==> src/shared/rtcsp_cfg.svh <==
// Purpose: constants of the rtc serial port and clock trim
// Assumes: included by its bare name
// Notes: trim periods are counted in oscillator ticks
`ifndef RTCSP_CFG_SVH
`define RTCSP_CFG_SVH
// command byte: fixed nibble, group, select, direction
`define RTCSP_CMD_FIXED 4'h6
`define RTCSP_GRP_STAT 2'h0
`define RTCSP_GRP_TIME 2'h1
`define RTCSP_GRP_INT 2'h2
`define RTCSP_GRP_AUX 2'h3
`define RTCSP_DIR_READ 1'b1
`define RTCSP_BIT_LAST 3'h7
`define RTCSP_BYTE_SAT 2'h3
`define RTCSP_LEN_ONE 2'h1
`define RTCSP_LEN_ALARM 2'h3
`define RTCSP_RST_BYTE 8'h00
// status register fields
`define RTCSP_S1_STEP 0
`define RTCSP_S2_SECOND_ALARM 1
`define RTCSP_S2_USER_FREQ 4
`define RTCSP_S2_FIRST_ALARM 5
// trim: oscillator ticks per second and group lengths
`define RTCSP_TICKS_NOM 16'h8000
`define RTCSP_TICKS_HALF 16'h4000
`define RTCSP_TICKS_MIN 16'h7f82
`define RTCSP_TICKS_MAX 16'h8080
`define RTCSP_TICK_ONE 16'h0001
`define RTCSP_GROUP_LAST_M0 6'h13
`define RTCSP_GROUP_LAST_M1 6'h3b
`define RTCSP_SEC_ZERO 6'h00
`define RTCSP_SEC_ONE 6'h01
`endif

==> src/shared/rtcsp_pkg.sv <==
// Purpose: shared types of the rtc serial port
// Assumes: nothing
// Notes: pin and configuration groups travel as structs
`default_nettype none
package rtcsp_pkg;
  // port state machine
  typedef enum logic [2:0] {ST_IDLE, ST_CMD, ST_READ, ST_WRITE, ST_SKIP} rtcsp_state_t;
  // raw pins from outside the clock domain
  typedef struct packed {
    logic osc;
    logic serial_data_io;
    logic sck;
    logic cs;
  } rtcsp_pins_t;
  // decoded interrupt data for the alarm and output logic
  typedef struct packed {
    logic first_alarm_en;
    logic second_alarm_en;
    logic user_freq_en;
    logic [23:0] alarm1;
    logic [23:0] alarm2;
    logic [7:0] freq;
  } rtcsp_cfg_t;
endpackage
`default_nettype wire

==> src/core/rtcsp_sync.sv <==
// Purpose: three-stage pin synchroniser with agreement filter
// Assumes: pins are asynchronous to ref_clk
// Notes: first stage feeds only the second stage
`timescale 1ns/1ps
`default_nettype none
module rtcsp_sync
  import rtcsp_pkg::*;
(
  input wire logic ref_clk,
  input wire logic arst_n,
  input wire rtcsp_pins_t pins_in,
  output rtcsp_pins_t pins_out
);
  // stage flops, one column per pin
  logic [3:0] s1_q, s2_q, s3_q, o_q;
  // per pin: change accepted once stages two and three agree
  for (genvar i = 0; i < 4; i++) begin : g_pin
    always_ff @(posedge ref_clk or negedge arst_n) begin
      if (!arst_n) begin
        s1_q[i] <= 1'b0;
        s2_q[i] <= 1'b0;
        s3_q[i] <= 1'b0;
        o_q[i] <= 1'b0;
      end else begin
        s1_q[i] <= pins_in[i];
        s2_q[i] <= s1_q[i];
        s3_q[i] <= s2_q[i];
        // disagreement holds the last accepted level
        if (s2_q[i] == s3_q[i]) begin
          o_q[i] <= s3_q[i];
        end
      end
    end
  end
  assign pins_out = o_q;
endmodule
`default_nettype wire

==> src/core/rtcsp_trim.sv <==
// Purpose: 1 Hz divider with digital trim
// Assumes: osc_tick pulses once per oscillator rising edge
// Notes: only the tick count moves, never the oscillator
`timescale 1ns/1ps
`default_nettype none
`include "rtcsp_cfg.svh"
module rtcsp_trim
  import rtcsp_pkg::*;
(
  input wire logic ref_clk,
  input wire logic arst_n,
  input wire logic osc_tick,
  input wire logic [7:0] trim_setting,
  output logic one_hz_out,
  output logic step_pulse
);
  logic [6:0] val; // signed step count, bit order reversed
  logic mode; // trim mode bit
  logic [5:0] last; // last period index of a group
  logic [15:0] lim; // ticks in the current period
  logic per_end; // final tick of a period
  logic [15:0] tick_q;
  logic [5:0] sec_q;
  logic hz_q;

  for (genvar i = 0; i < 7; i++) begin : g_rev
    assign val[i] = trim_setting[7 - i];
  end
  assign mode = trim_setting[0];
  assign last = mode ? `RTCSP_GROUP_LAST_M1 : `RTCSP_GROUP_LAST_M0;
  // two ticks per step, zero gives nominal
  assign lim = (sec_q == `RTCSP_SEC_ZERO) ? `RTCSP_TICKS_NOM - {{8{val[6]}}, val, 1'b0} : `RTCSP_TICKS_NOM;
  // a setting change mid period must not strand the counter
  assign per_end = osc_tick && (tick_q >= lim - `RTCSP_TICK_ONE);
  assign step_pulse = per_end && (sec_q == `RTCSP_SEC_ZERO) && (val != 7'h00);

  always_ff @(posedge ref_clk or negedge arst_n) begin
    if (!arst_n) begin
      tick_q <= 16'h0000;
    end else if (per_end) begin
      tick_q <= 16'h0000;
    end else if (osc_tick) begin
      tick_q <= tick_q + `RTCSP_TICK_ONE;
    end
  end

  always_ff @(posedge ref_clk or negedge arst_n) begin
    if (!arst_n) begin
      sec_q <= `RTCSP_SEC_ZERO;
    end else if (per_end) begin
      sec_q <= (sec_q >= last) ? `RTCSP_SEC_ZERO : sec_q + `RTCSP_SEC_ONE;
    end
  end

  // high for the first RTCSP_TICKS_HALF ticks of each period, low for the rest
  always_ff @(posedge ref_clk or negedge arst_n) begin
    if (!arst_n) begin
      hz_q <= 1'b0;
    end else begin
      hz_q <= (tick_q < `RTCSP_TICKS_HALF);
    end
  end
  assign one_hz_out = hz_q;
endmodule
`default_nettype wire

==> src/core/rtcsp_top.sv <==
// Purpose: 3-wire serial command port and trim of an rtc
// Assumes: pins asynchronous, sampled three deep on ref_clk
// Notes: command sent first bit first, data bytes lsb first
// Operation
// - direction one enters read, drives on falls
// - direction zero enters write, stores bytes
// - under eight edges: wait, no processing
// - select bit picks status one or two
// - interrupt data one: alarm, frequency or byte
// - second alarm enable makes three-byte register
// - interrupt data two has no frequency
// - mode zero: 3.052 ppm reversed signed steps
// - mode one: 1.017 ppm steps, zero none
// - trim moves divider, never the oscillator
// - one period in 20 or 60 altered
`timescale 1ns/1ps
`default_nettype none
`include "rtcsp_cfg.svh"
module rtcsp_top
  import rtcsp_pkg::*;
(
  input wire logic ref_clk,
  input wire logic arst_n,
  input wire logic cs_in,
  input wire logic sck_in,
  input wire logic serial_data_io_in,
  output logic serial_data_io_out,
  output logic serial_data_io_oe_n,
  input wire logic osc_in,
  output logic clk32k_out,
  output logic one_hz_out,
  output rtcsp_cfg_t cfg_out
);
  rtcsp_pins_t pins_raw; // pins before the synchroniser
  rtcsp_pins_t pins_s; // filtered pins
  logic sck_prev_q, osc_prev_q; // edge history
  logic sck_rise, sck_fall, osc_tick;
  rtcsp_state_t state_q, state_d;
  logic [2:0] bit_q; // bit within the byte
  logic [1:0] byte_q; // byte within the transfer
  logic [7:0] cmd_q; // command shift register
  logic [7:0] wsh_q; // write data shift register
  logic sio_q; // read data flop
  logic [7:0] stat1_q, stat2_q, trim_q, free_q;
  logic [2:0][7:0] int1_q, int2_q; // interrupt data bytes
  logic step_flag_q; // sticky trim step seen
  logic step_pulse;
  logic cmd_done, fixed_ok, byte_done, wr_en, stat1_clr;
  logic [7:0] wr_byte, rd_byte, stat1_view;
  logic rd_bit;
  logic [1:0] grp; // register group of the command
  logic sel; // select bit of the command
  logic [1:0] len; // byte length of the addressed register
  logic int1_alarm, int2_alarm, user_freq;
  rtcsp_cfg_t cfg_q;

  assign pins_raw = '{osc: osc_in, serial_data_io: serial_data_io_in, sck: sck_in, cs: cs_in};

  rtcsp_sync u_sync (
    .ref_clk(ref_clk),
    .arst_n(arst_n),
    .pins_in(pins_raw),
    .pins_out(pins_s)
  );

  // edge history of the filtered clocks
  always_ff @(posedge ref_clk or negedge arst_n) begin
    if (!arst_n) begin
      sck_prev_q <= 1'b0;
      osc_prev_q <= 1'b0;
    end else begin
      sck_prev_q <= pins_s.sck;
      osc_prev_q <= pins_s.osc;
    end
  end
  assign sck_rise = pins_s.sck && !sck_prev_q;
  assign sck_fall = !pins_s.sck && sck_prev_q;
  assign osc_tick = pins_s.osc && !osc_prev_q;

  // command decode; fields settle once the byte is in
  assign fixed_ok = (cmd_q[6:3] == `RTCSP_CMD_FIXED);
  assign cmd_done = (state_q == ST_CMD) && sck_rise && (bit_q == `RTCSP_BIT_LAST);
  assign grp = cmd_q[3:2];
  assign sel = cmd_q[1];
  assign int1_alarm = stat2_q[`RTCSP_S2_FIRST_ALARM];
  assign int2_alarm = stat2_q[`RTCSP_S2_SECOND_ALARM];
  assign user_freq = stat2_q[`RTCSP_S2_USER_FREQ];

  // next state; deselect always wins
  always_comb begin
    state_d = state_q;
    if (!pins_s.cs) begin
      state_d = ST_IDLE;
    end else begin
      unique case (state_q)
        ST_IDLE: begin
          state_d = ST_CMD;
        end
        ST_CMD: begin
          if (cmd_done) begin
            // a foreign command is clocked through silently
            if (!fixed_ok) begin
              state_d = ST_SKIP;
            end else if (pins_s.serial_data_io == `RTCSP_DIR_READ) begin
              state_d = ST_READ;
            end else begin
              state_d = ST_WRITE;
            end
          end
        end
        ST_READ, ST_WRITE, ST_SKIP: begin
          state_d = state_q;
        end
      endcase
    end
  end

  // state register
  always_ff @(posedge ref_clk or negedge arst_n) begin
    if (!arst_n) begin
      state_q <= ST_IDLE;
    end else begin
      state_q <= state_d;
    end
  end

  // bit and byte counters; bytes saturate past the last
  always_ff @(posedge ref_clk or negedge arst_n) begin
    if (!arst_n) begin
      bit_q <= 3'h0;
      byte_q <= 2'h0;
    end else if (state_q == ST_IDLE || cmd_done) begin
      bit_q <= 3'h0;
      byte_q <= 2'h0;
    end else if ((state_q != ST_READ && sck_rise) || (state_q == ST_READ && sck_fall)) begin
      bit_q <= bit_q + 3'h1;
      if (bit_q == `RTCSP_BIT_LAST && byte_q != `RTCSP_BYTE_SAT) begin
        byte_q <= byte_q + 2'h1;
      end
    end
  end

  always_ff @(posedge ref_clk or negedge arst_n) begin
    if (!arst_n) begin
      cmd_q <= `RTCSP_RST_BYTE;
    end else if (state_q == ST_CMD && sck_rise) begin
      cmd_q <= {cmd_q[6:0], pins_s.serial_data_io};
    end
  end

  assign wr_byte = {pins_s.serial_data_io, wsh_q[7:1]};
  always_ff @(posedge ref_clk or negedge arst_n) begin
    if (!arst_n) begin
      wsh_q <= `RTCSP_RST_BYTE;
    end else if (state_q == ST_WRITE && sck_rise) begin
      wsh_q <= wr_byte;
    end
  end

  // byte length of the addressed register
  always_comb begin
    len = `RTCSP_LEN_ONE;
    if (grp == `RTCSP_GRP_INT && !sel && int1_alarm) begin
      len = `RTCSP_LEN_ALARM;
    end
    if (grp == `RTCSP_GRP_INT && sel && int2_alarm) begin
      len = `RTCSP_LEN_ALARM;
    end
  end
  // surplus bytes from the master are dropped
  assign byte_done = (state_q == ST_WRITE) && sck_rise && (bit_q == `RTCSP_BIT_LAST);
  assign wr_en = byte_done && (byte_q < len);

  always_ff @(posedge ref_clk or negedge arst_n) begin
    if (!arst_n) begin
      stat1_q <= `RTCSP_RST_BYTE;
      stat2_q <= `RTCSP_RST_BYTE;
    end else if (wr_en && grp == `RTCSP_GRP_STAT) begin
      if (sel) begin
        stat2_q <= wr_byte;
      end else begin
        stat1_q <= wr_byte;
      end
    end
  end

  always_ff @(posedge ref_clk or negedge arst_n) begin
    if (!arst_n) begin
      int1_q <= '0;
      int2_q <= '0;
    end else if (wr_en && grp == `RTCSP_GRP_INT) begin
      if (sel) begin
        int2_q[byte_q] <= wr_byte;
      end else begin
        int1_q[byte_q] <= wr_byte;
      end
    end
  end

  always_ff @(posedge ref_clk or negedge arst_n) begin
    if (!arst_n) begin
      trim_q <= `RTCSP_RST_BYTE;
      free_q <= `RTCSP_RST_BYTE;
    end else if (wr_en && grp == `RTCSP_GRP_AUX) begin
      if (sel) begin
        free_q <= wr_byte;
      end else begin
        trim_q <= wr_byte;
      end
    end
  end

  // step flag: set wins over the clear after a full read
  assign stat1_clr = (state_q == ST_READ) && !pins_s.cs && (grp == `RTCSP_GRP_STAT) && !sel && (byte_q != 2'h0);
  always_ff @(posedge ref_clk or negedge arst_n) begin
    if (!arst_n) begin
      step_flag_q <= 1'b0;
    end else begin
      step_flag_q <= step_pulse || (step_flag_q && !stat1_clr);
    end
  end

  // read data; real-time data lives elsewhere and reads zero
  always_comb begin
    stat1_view = stat1_q;
    stat1_view[`RTCSP_S1_STEP] = step_flag_q;
    rd_byte = `RTCSP_RST_BYTE;
    if (byte_q < len) begin
      unique case (grp)
        `RTCSP_GRP_STAT: rd_byte = sel ? stat2_q : stat1_view;
        `RTCSP_GRP_TIME: rd_byte = `RTCSP_RST_BYTE;
        `RTCSP_GRP_INT: rd_byte = sel ? int2_q[byte_q] : int1_q[byte_q];
        `RTCSP_GRP_AUX: rd_byte = sel ? free_q : trim_q;
      endcase
    end
  end
  assign rd_bit = rd_byte[bit_q];

  // drive on each fall in read
  always_ff @(posedge ref_clk or negedge arst_n) begin
    if (!arst_n) begin
      sio_q <= 1'b0;
    end else if (state_q != ST_READ) begin
      sio_q <= 1'b0;
    end else if (sck_fall) begin
      sio_q <= rd_bit;
    end
  end
  assign serial_data_io_out = sio_q;
  assign serial_data_io_oe_n = (state_q != ST_READ);

  // decoded view for the alarm and output logic
  always_ff @(posedge ref_clk or negedge arst_n) begin
    if (!arst_n) begin
      cfg_q <= '0;
    end else begin
      cfg_q.first_alarm_en <= int1_alarm;
      cfg_q.second_alarm_en <= int2_alarm;
      cfg_q.user_freq_en <= user_freq;
      cfg_q.alarm1 <= int1_alarm ? int1_q : 24'h000000;
      cfg_q.alarm2 <= int2_alarm ? int2_q : 24'h000000;
      // frequency only from the first register
      cfg_q.freq <= user_freq ? int1_q[0] : `RTCSP_RST_BYTE;
    end
  end
  assign cfg_out = cfg_q;

  assign clk32k_out = pins_s.osc;

  rtcsp_trim u_trim (
    .ref_clk(ref_clk),
    .arst_n(arst_n),
    .osc_tick(osc_tick),
    .trim_setting(trim_q),
    .one_hz_out(one_hz_out),
    .step_pulse(step_pulse)
  );
endmodule
`default_nettype wire

==> config.mk <==
export PLATFORM = sky130hd
export DESIGN_NAME = rtcsp_top
export DESIGN_NICKNAME = d
export VERILOG_FILES = /design/src/shared/rtcsp_pkg.sv /design/src/core/rtcsp_sync.sv /design/src/core/rtcsp_trim.sv /design/src/core/rtcsp_top.sv
export VERILOG_INCLUDE_DIRS = /design/src /design/src/shared
export SDC_FILE = /design/constraint.sdc
export NUM_CORES = 1
export LEC_CHECK = 0
export ABC_CLOCK_PERIOD_IN_PS = 8800
export BUFFER_PORTS_ARGS = -buffer_cell sky130_fd_sc_hd__buf_2
export CELL_PAD_IN_SITES_DETAIL_PLACEMENT = 1
export CELL_PAD_IN_SITES_GLOBAL_PLACEMENT = 1
export CORE_AREA = 2 2 166 168
export CTS_CLUSTER_DIAMETER = 120
export DETAILED_ROUTE_END_ITERATION = 8
export DIE_AREA = 0 0 168 170
export GPL_TIMING_DRIVEN = 0
export PLACE_DENSITY_LB_ADDON = 0.25
export REMOVE_ABC_BUFFERS = 1
export SLEW_MARGIN = 10
export SYNTH_ARGS = -nofsm -noshare
export SYNTH_HDL_FRONTEND = slang
export SYNTH_SLANG_ARGS = --single-unit
==> constraint.sdc <==
create_clock -name ref_clk -period 8.8 [get_ports ref_clk]
set_input_delay 0.88 -clock ref_clk [delete_from_list [all_inputs] [get_ports ref_clk]]
set_output_delay 0.88 -clock ref_clk [all_outputs]
set_load 0.01 [all_outputs]
==> impl_metrics.ini, run 1 <==
[grt]
grtUsageTotal = 0.155
grt_first_pass_wirelength_mm = 35.3
grt_antenna_before_repair = 0
grt_util_met1 = 0.207
grt_util_met3 = 0.0298
grt_max_degree = 110
grt.busiest_layer = met2
first_global_vias = 6339
grt_use_met2 = 0.257
overflow = 0

[die]
start_util = 0.346
num_rows = 60
core-area_um2 = 26700
die_h_um = 170
pin_count = 69
dieArea_um2 = 28600
die_w_um = 168

[timing]
rsz0062_at_grt = false
tightest_slew_ns = 0.975
setup_tns_ns = 0
slew_viol_final = 0
finalHoldViolCount = 0
clock_skew_ns = 0.00844
slew_headroom = 0.350
finalSetupViolCount = 0
period_minus_slack_ns = 4.52
fin_crit_sh = 0.513
fmax_mhz = 221
fin_ws_ns = 4.28

[layout]
final_util = 0.403
nets = 858
diodes = 0
final_cell_mix = 202 x dfrtp_1, 89 x mux2_2, 67 x buf_2
drive_above_1_share = 0.263
layout_commonest_cell = dfrtp_1
stdcell_area_um2 = 10800
syn2layout_area_growth_pct = 16.6

[status]
status = finished clean

[logic_synthesis]
synthCells = 763
synth.avg_cell_area_um2 = 12.1
synth_flop_cell = dfrtp_1
ys_types = 60
async_flop_share = 1.00
synth-seq-cells = 203
yosysWarnings = 0
netlist_area_um2 = 9220
ys_seq_area_frac = 0.551
synth_edf_count = 0

[placed_design]
placed_area_um2 = 9900
detailed_place_hpwl_mm = 14.3
port_buffers = 68
gp_congestion = 0.790
pre_cts_slack_ns = 4.28

[worst_setup_path]
critPathArrivalTime_ns = 4.93
slowest_delay_ns = 0.48
critPathBufInv = 2
cpMostUsedCell = ha_1
cp_slowest_cell = dfrtp_1
startpoint_type = register
crit_fanout = 11
worstPathRequired_ns = 9.21
end_kind = register
path_cells = inv_1, ha_1, or3b_1, or3_1, ha_1, inv_1, o31a_1, o221a_2, ha_1, nand4_1, o221ai_1, nand3_1, o22ai_2, o21ai_0, o2bb2ai_1
path_class = register to register
crit_family = compound AO/OA/AOI/OAI gates

[clock_network]
cts-root-buf = clkbuf_16
cts.reportedPaths.clkPinSlew_ns = 0.06
cts_tree = built
cts_buffers = 24
htreeDepth = 1
cts_buffer_depth = 3
cts_resized = 0
post_cts_buffers = 0
clkLatencyLatePin_ns = 0.52
cts-hold-fix-buffers = 0
clkSinkCount = 203

[drt]
drcViolationCount = 0
viasPerCell = 5.03
drt_iter0_drc = 280
num_vias = 5928
routed_wl_mm = 21.4
drt-pass1-iter-count = 4
wl_per_cell_um = 18.1
ant_nets = 0

[power_and_ir_drop]
power.density_nw_per_um2 = 209
totalPowerFinal_w = 0.00225
vdd_drop_max_v = 0.000119
leakage_nw = 5.28

[worst_hold_path]
hold_path.class = register to register

[job]
drv_cap = 0
[registers in the layout, summed over array words and instances, names as in the netlist]
signal,count
cfg_out,59
int1_q,24
int2_q,24
u_trim.tick_q,16
free_q,8
stat2_q,8
trim_q,8
cmd_q,7
stat1_q,7
wsh_q,7
u_trim.sec_q,6
u_sync.pins_out,4
u_sync.s1_q,4
u_sync.s2_q,4
u_sync.s3_q,4
bit_q,3
state_q,3
byte_q,2
osc_prev_q,1
sck_prev_q,1
serial_data_io_out,1
step_flag_q,1
u_trim.one_hz_out,1
[final cells by class]
type / instances / area (µm²)
timing repair buffer: 72 / 417
clock inverter: 9 / 164
multi-input combinational: 504 / 3910
inverter: 17 / 63.8
sequential: 203 / 5080
clock buffer: 32 / 691
fill: 2819 / 15900
tap: 341 / 427
[logic make-up after synthesis]
kind of cell,Yosys count,share of synthesized area
buf+inv,56,0.0265
mux,128,0.158
simple gates,223,0.130
xor+xnor,16,0.0152
compound gates,103,0.0741
fa+ha+maj,34,0.0451
flops,203,0.551
[worst register-to-register path: stages, from the launching register on]
cell,delay (ns)
dfrtp_1,0.48
inv_1,0.12
ha_1,0.27
or3b_1,0.39
or3_1,0.43
ha_1,0.39
inv_1,0.12
o31a_1,0.32
o221a_2,0.26
ha_1,0.27
nand4_1,0.09
o221ai_1,0.25
nand3_1,0.14
o22ai_2,0.48
o21ai_0,0.24
o2bb2ai_1,0.17
[layer usage]
layer	up-vias	share of wire	wire, µm
met4	0	0.023	491
met5	-	0	0
met2	104	0.46	9880
met3	36	0.043	908
li1	2798	-	-
met1	2990	0.47	10100
[power breakdown]
group / internal (W) / switching [W] / total, W
Combinational: 0.0000736 / 0.000104 / 0.000177
Clock: 0.000667 / 0.000394 / 0.00106
Sequential: 0.000963 / 0.0000498 / 0.00101
[Yosys cell counts, types with 8 or more instances]
| cell | count | area share |
|---|---|---|
| a21oi_1 | 18 | 0.0098 |
| and2_1 | 56 | 0.038 |
| and3_1 | 13 | 0.0088 |
| buf_2 | 12 | 0.0065 |
| clkbuf_1 | 23 | 0.0094 |
| dfrtp_1 | 203 | 0.55 |
| ha_1 | 30 | 0.041 |
| inv_1 | 17 | 0.0069 |
| mux2_2 | 89 | 0.11 |
| mux2i_1 | 34 | 0.037 |
| nand2_1 | 39 | 0.016 |
| nand2b_1 | 11 | 0.0075 |
| nand3_1 | 9 | 0.0049 |
| nor2_1 | 50 | 0.020 |
| nor2b_1 | 9 | 0.0061 |
| nor3_1 | 8 | 0.0043 |
| o21ai_0 | 34 | 0.018 |
| o22ai_1 | 9 | 0.0061 |
| xor2_1 | 12 | 0.011 |
[per-stage QoR]
stage | instances | hold WS [ns]
after floorplan | 724 | 0.331
after global routing | 1178 | 0.357
after detailed placement | 1137 | 0.336
final | 1178 | 0.345
after CTS | 1178 | 0.350
after global placement | 1133 | 0.335
[worst paths after layout]
path	slack, ns	to	startpoint	cells after the start
hold reg to reg	0.35	u_sync.s2_q[2]$_DFF_PN0_	u_sync.s1_q[2]$_DFF_PN0_	0
max in group asynchronous	7.43	stat1_q[6]$_DFFE_PN0P_	arst_n	2
setup / recovery	4.28	u_trim.sec_q[4]$_DFFE_PN0N_	trim_q[7]$_DFFE_PN0P_	15
hold / removal	0.35	u_sync.s2_q[2]$_DFF_PN0_	u_sync.s1_q[2]$_DFF_PN0_	0
setup reg to reg	4.28	u_trim.sec_q[4]$_DFFE_PN0N_	trim_q[7]$_DFFE_PN0P_	15
min in group asynchronous	0.38	cfg_out[49]$_DFF_PN0_	arst_n	1
(Power assumes the default switching activity.)
==> inputs of run 2 (changes only) <==
--- a/config.mk
+++ b/config.mk
@@ -6,7 +6,7 @@
 export SDC_FILE = /design/constraint.sdc
 export NUM_CORES = 1
 export LEC_CHECK = 0
-export ABC_CLOCK_PERIOD_IN_PS = 8800
+export ABC_CLOCK_PERIOD_IN_PS = 4100
 export BUFFER_PORTS_ARGS = -buffer_cell sky130_fd_sc_hd__buf_2
 export CELL_PAD_IN_SITES_DETAIL_PLACEMENT = 1
 export CELL_PAD_IN_SITES_GLOBAL_PLACEMENT = 1
==> constraint.sdc (replaced) <==
create_clock -name ref_clk -period 4.1 [get_ports ref_clk]
set_input_delay 0.41 -clock ref_clk [delete_from_list [all_inputs] [get_ports ref_clk]]
set_output_delay 0.41 -clock ref_clk [all_outputs]
set_load 0.01 [all_outputs]
==> run 2 against run 1 <==
  * Non-clock buffer count rose by 10
  * Clock-buffer cell count did not move
  * Combinational power rose by 120%
  * Critical path depth did not move
  * Final area rose by 1.8%
  * First-iteration DRC count rose by 2.1%
  * Fmax rose by 17%
  * Sequential power rose by 110%
  * Sequential share of layout area fell by 0.81 points
  * Critical path type unchanged
  * Largest cell class unchanged
==> impl_metrics.ini, run 2 (synthesis gave the netlist of run 1 again) <==
[worst_setup_path]
path_cells = inv_2, ha_4, or3b_1, or3_4, ha_4, inv_2, o31a_1, o221a_2, ha_1, nand4_1, o221ai_2, nand3_2, o22ai_2, buf_6, nor2_1
worstPathRequired_ns = 4.51
startpoint_type = register
rr_startpoint = trim_q[6]$_DFFE_PN0P_
r2r_end = u_trim.tick_q[12]$_DFFE_PN0P_
reg2reg_slack_ns = 0.24
end_kind = register
ff2ff_path_depth = 15
slowest_delay_ns = 0.44
cp_slowest_cell = dfrtp_2
critPathArrivalTime_ns = 4.27
path_class = register to register
crit_fanout = 12

[grt]
first_global_vias = 6392
overflow = 0
grt_first_pass_wirelength_mm = 35.6
grtUsageTotal = 0.156
grt_antenna_before_repair = 0
grt_max_degree = 110

[worst_hold_path]
hold_start = u_sync.s1_q[2]$_DFF_PN0_
min_path_cells = 0
holdPathEnd = u_sync.s2_q[2]$_DFF_PN0_
hold_path.class = register to register

[die]
pin_count = 69
start_util = 0.346
die_w_um = 168
core-area_um2 = 26700
num_rows = 60
die_h_um = 170
dieArea_um2 = 28600

[timing]
finalHoldViolCount = 0
fin_crit_sh = 0.942
fin_ws_ns = 0.239
setup_tns_ns = 0
tightest_slew_ns = 0.986
period_minus_slack_ns = 3.86
slew_viol_final = 0
slew_headroom = 0.343
clock_skew_ns = 0.00809
finalSetupViolCount = 0
fmax_mhz = 259

[placed_design]
detailed_place_hpwl_mm = 14.3
place_inst = 1137
gp_congestion = 0.790
port_buffers = 68
pre_cts_slack_ns = -0.422

[power_and_ir_drop]
pwr-share-clk = 0.471
p_switching_w = 0.00117
p_comb_frac = 0.080
power.density_nw_per_um2 = 442
totalPowerFinal_w = 0.00484
p_int_w = 0.00366
swShare = 0.243
seq_power_share = 0.450
leakage_nw = 5.33
vdd_drop_max_v = 0.000255

[drt]
drt-pass1-iter-count = 4
drcViolationCount = 0
viasPerCell = 5.04
drt_iter0_drc = 286
wl_per_cell_um = 18.2
ant_nets = 0
num_vias = 5988
routed_wl_mm = 21.6

[status]
status = finished clean

[layout]
nets = 869
diodes = 0
finalNonFillerCells = 1189
layout_commonest_cell = dfrtp_1
drive_above_1_share = 0.285
final_cell_mix = 200 x dfrtp_1, 89 x mux2_2, 67 x buf_2
syn2layout_area_growth_pct = 18.7
largest_reg_flops = 59

[clock_network]
clkLatencyLatePin_ns = 0.52
clkSinkCount = 203
cts-root-buf = clkbuf_16
cts_tree = built
cts_buffers = 24
cts_buffer_depth = 3
cts.reportedPaths.clkPinSlew_ns = 0.06
htreeDepth = 1

[job]
drv_cap = 0
[run 2: stage by stage]
step                utilization  instance area (µm²)  hold slack (ns)
floorplan                     -                 9040            0.114
global placement          0.368                 9810            0.335
detailed placement        0.371                 9900            0.336
CTS                       0.409                10900            0.350
global route              0.411                10900            0.356
finish                    0.411                10900            0.345
[run 2: worst max path at each step]
stage,from,end,cells after the start
3_3_place_gp,trim_q[7]$_DFFE_PN0P_,u_trim.sec_q[3]$_DFFE_PN0N_,15
2_1_floorplan,trim_q[6]$_DFFE_PN0P_,u_trim.sec_q[4]$_DFFE_PN0N_,15
4_1_cts,trim_q[6]$_DFFE_PN0P_,u_trim.sec_q[4]$_DFFE_PN0N_,16
3_5_place_dp,trim_q[7]$_DFFE_PN0P_,u_trim.sec_q[4]$_DFFE_PN0N_,15
6_report,trim_q[6]$_DFFE_PN0P_,u_trim.tick_q[12]$_DFFE_PN0P_,15
5_1_grt,trim_q[6]$_DFFE_PN0P_,u_trim.sec_q[5]$_DFFE_PN0N_,17
[run 2: area by class of cell]
type / instances / area, µm²
fillers: 2806 / 15700
flip-flops and latches: 203 / 5080
multi-input cells: 505 / 4010
clock buffers: 32 / 691
repair buffers: 82 / 504
well taps: 341 / 427
clock inverters: 9 / 164
inverters: 17 / 63.8
[run 2: critical path, delay by kind of cell, from the launching register on]
kind                     cells  cell delay, ns
AND/OR/NAND/NOR              5            1.08
AO/OA/AOI/OAI                4            1.08
adder cells (fa/ha/maj)      3            0.76
flip-flops                   1            0.44
buffers and inverters        3            0.38
[run 2: timing repair]
item                       4_1_cts  5_1_grt
setup endpoints to repair       23       22
hold buffers                     5        0
gates resized for setup         14        8
pin swaps                        2        7
buffers inserted                 2        3
cloned                           1        0
hold endpoints to repair        98        0
[run 2: layer usage]
| layer | share of wire | track usage | vias up |
|---|---|---|---|
| met2 | 0.47 | 0.261 | 91 |
| met5 | 0 | 0 | - |
| met1 | 0.47 | 0.208 | 3035 |
| met4 | 0.023 | 0.0476 | 0 |
| met3 | 0.040 | 0.0298 | 36 |
| li1 | - | - | 2826 |
[run 2: power groups by stage]
stage                     sequential [W]  clock, W  combinational (W)
final                            0.00217   0.00228           0.000386
after global routing             0.00219   0.00243           0.000433
after global placement           0.00227         0           0.000318
after floorplan                  0.00221         0           0.000220
after detailed placement         0.00221         0           0.000387
after CTS                        0.00218   0.00235           0.000394
==> inputs of run 3 (changes only) <==
--- a/config.mk
+++ b/config.mk
@@ -10,13 +10,14 @@
 export BUFFER_PORTS_ARGS = -buffer_cell sky130_fd_sc_hd__buf_2
 export CELL_PAD_IN_SITES_DETAIL_PLACEMENT = 1
 export CELL_PAD_IN_SITES_GLOBAL_PLACEMENT = 1
-export CORE_AREA = 2 2 166 168
+export CORE_AREA = 2 2 148 150
 export CTS_CLUSTER_DIAMETER = 120
 export DETAILED_ROUTE_END_ITERATION = 8
-export DIE_AREA = 0 0 168 170
+export DIE_AREA = 0 0 150 152
 export GPL_TIMING_DRIVEN = 0
 export PLACE_DENSITY_LB_ADDON = 0.25
 export REMOVE_ABC_BUFFERS = 1
+export SKIP_CTS_REPAIR_TIMING = 1
 export SLEW_MARGIN = 10
 export SYNTH_ARGS = -nofsm -noshare
 export SYNTH_HDL_FRONTEND = slang
==> run 3 against run 2 <==
  * Clock skew is 0.0028 ns higher
  * First-iteration DRC count is 17% lower
  * Critical path depth is 1 higher
  * Largest cell class unchanged
  * Largest power group is now registers
  * Highest routed layer unchanged
==> impl_metrics.ini, run 3 (synthesis gave the netlist of run 1 again) <==
[drt]
drcViolationCount = 0
num_vias = 6128
drt-pass1-iter-count = 4
routed_wl_mm = 22.0
wl_per_cell_um = 19.6
viasPerCell = 5.46
ant_nets = 0
drt_iter0_drc = 236

[grt]
grtUsageTotal = 0.197
grt_first_pass_wirelength_mm = 36.0
overflow = 0
first_global_vias = 6724
grt_antenna_before_repair = 0
grt_max_degree = 76

[timing]
slew_viol_final = 0
slew_headroom = 0.371
tightest_slew_ns = 0.944
fin_crit_sh = 0.948
finalSetupViolCount = 0
setup_tns_ns = 0
fmax_mhz = 257
clock_skew_ns = 0.0109
finalHoldViolCount = 0
rsz0062_at_grt = false
period_minus_slack_ns = 3.89

[status]
status = finished clean

[layout]
nets = 863
diodes = 0
syn2layout_area_growth_pct = 16.5
final_cell_mix = 201 x dfrtp_1, 89 x mux2_2, 67 x buf_2
largest_reg_flops = 59
nFillCells = 2256
final_util = 0.503
layout_commonest_cell = dfrtp_1
drive_above_1_share = 0.282

[clock_network]
clkSinkCount = 203
htreeDepth = 1
cts-root-buf = clkbuf_16
cts_buffers = 23
cts_tree = built
clkLatencyLatePin_ns = 0.50
cts.reportedPaths.clkPinSlew_ns = 0.06
cts_buffer_depth = 3

[worst_setup_path]
crit_family = compound AO/OA/AOI/OAI gates
startpoint_type = register
critPathArrivalTime_ns = 4.30
path_class = register to register
worstPathRequired_ns = 4.51
end_kind = register
critPathBufInv = 4
path_cells = inv_2, ha_4, or3b_1, or3_4, ha_4, inv_2, o31a_1, o221a_2, ha_1, a21oi_2, o21ai_1, a211oi_2, o22ai_4, buf_12, buf_6, a21oi_1
cp_slowest_cell = dfrtp_1
slowest_delay_ns = 0.44
crit_fanout = 12

[placed_design]
detailed_place_hpwl_mm = 15.0
gp_congestion = 0.874
port_buffers = 68

[die]
die_h_um = 152
die_w_um = 150
start_util = 0.432
num_rows = 54
pin_count = 69
dieArea_um2 = 22800
core-area_um2 = 21400

[power_and_ir_drop]
leakage_nw = 5.28
p_int_w = 0.00348
vdd_drop_max_v = 0.000236
seq_power_share = 0.472
power.density_nw_per_um2 = 430
pwr-share-clk = 0.445
swShare = 0.246
totalPowerFinal_w = 0.00462
p_comb_frac = 0.084
p_switching_w = 0.00114

[worst_hold_path]
hold_path.class = input port to register

[job]
drv_cap = 0
==> run 3: power groups by stage <==
| stage | clock (W) | combinational (W) | sequential (W) |
|---|---|---|---|
| final | 0.00205 | 0.000386 | 0.00218 |
| after global routing | 0.00220 | 0.000426 | 0.00219 |
| after CTS | 0.00211 | 0.000388 | 0.00218 |
| after detailed placement | 0 | 0.000386 | 0.00221 |
| after global placement | 0 | 0.000305 | 0.00226 |
| after floorplan | 0 | 0.000220 | 0.00221 |
==> run 3: area by class of cell <==
class                      instances  area, µm²  area share
multi-input combinational        504       3980       0.370
timing repair buffer              78        499      0.0465
clock buffer                      31        656      0.0610
sequential                       203       5080       0.473
tap                              280        350      0.0326
clock inverter                    10        113      0.0105
inverter                          17       63.8     0.00594
==> run 3: path summary, 6_finish.rpt <==
path / to / start / cells past startpoint / slack (ns)
max in group asynchronous: trim_q[7]$_DFFE_PN0P_ / arst_n / 4 / 2.60
worst max-delay path: u_trim.tick_q[13]$_DFFE_PN0P_ / trim_q[6]$_DFFE_PN0P_ / 16 / 0.21
min in group asynchronous: cfg_out[32]$_DFF_PN0_ / arst_n / 2 / 0.43
worst min-delay path: u_sync.s1_q[2]$_DFF_PN0_ / serial_data_io_in / 1 / 0.02
worst max register to register: u_trim.tick_q[13]$_DFFE_PN0P_ / trim_q[6]$_DFFE_PN0P_ / 16 / 0.21
worst min register to register: u_sync.s2_q[1]$_DFF_PN0_ / u_sync.s1_q[1]$_DFF_PN0_ / 0 / 0.35
==> run 3: worst reg2reg max path, stage by stage, from the launching register on <==
cell and delay [ns]:
dfrtp_1 0.44, inv_2 0.13, ha_4 0.17, or3b_1 0.38
or3_4 0.40, ha_4 0.31, inv_2 0.06, o31a_1 0.30
o221a_2 0.26, ha_1 0.19, a21oi_2 0.18, o21ai_1 0.11
a211oi_2 0.31, o22ai_4 0.12, buf_12 0.16, buf_6 0.14
a21oi_1 0.15
==> run 3: metal layers <==
metal | global-route usage | share of wire | vias up
met2 | 0.343 | 0.51 | 117
met1 | 0.253 | 0.42 | 3174
met3 | 0.0321 | 0.041 | 32
met5 | 0 | 0 | -
li1 | - | - | 2805
met4 | 0.0517 | 0.024 | 0
==> run 3: through the flow <==
step / instances / area (µm²) / setup WS, ns / hold slack, ns
finish: 1123 / 10700 / 0.214 / 0.0186
CTS: 1118 / 10600 / -0.387 / -0.154
floorplan: 724 / 9040 / -0.301 / 0.114
global route: 1123 / 10700 / 0.00655 / 0.00641
detailed placement: 1077 / 9850 / -0.370 / 0.336
global placement: 1072 / 9730 / -1.11 / 0.333
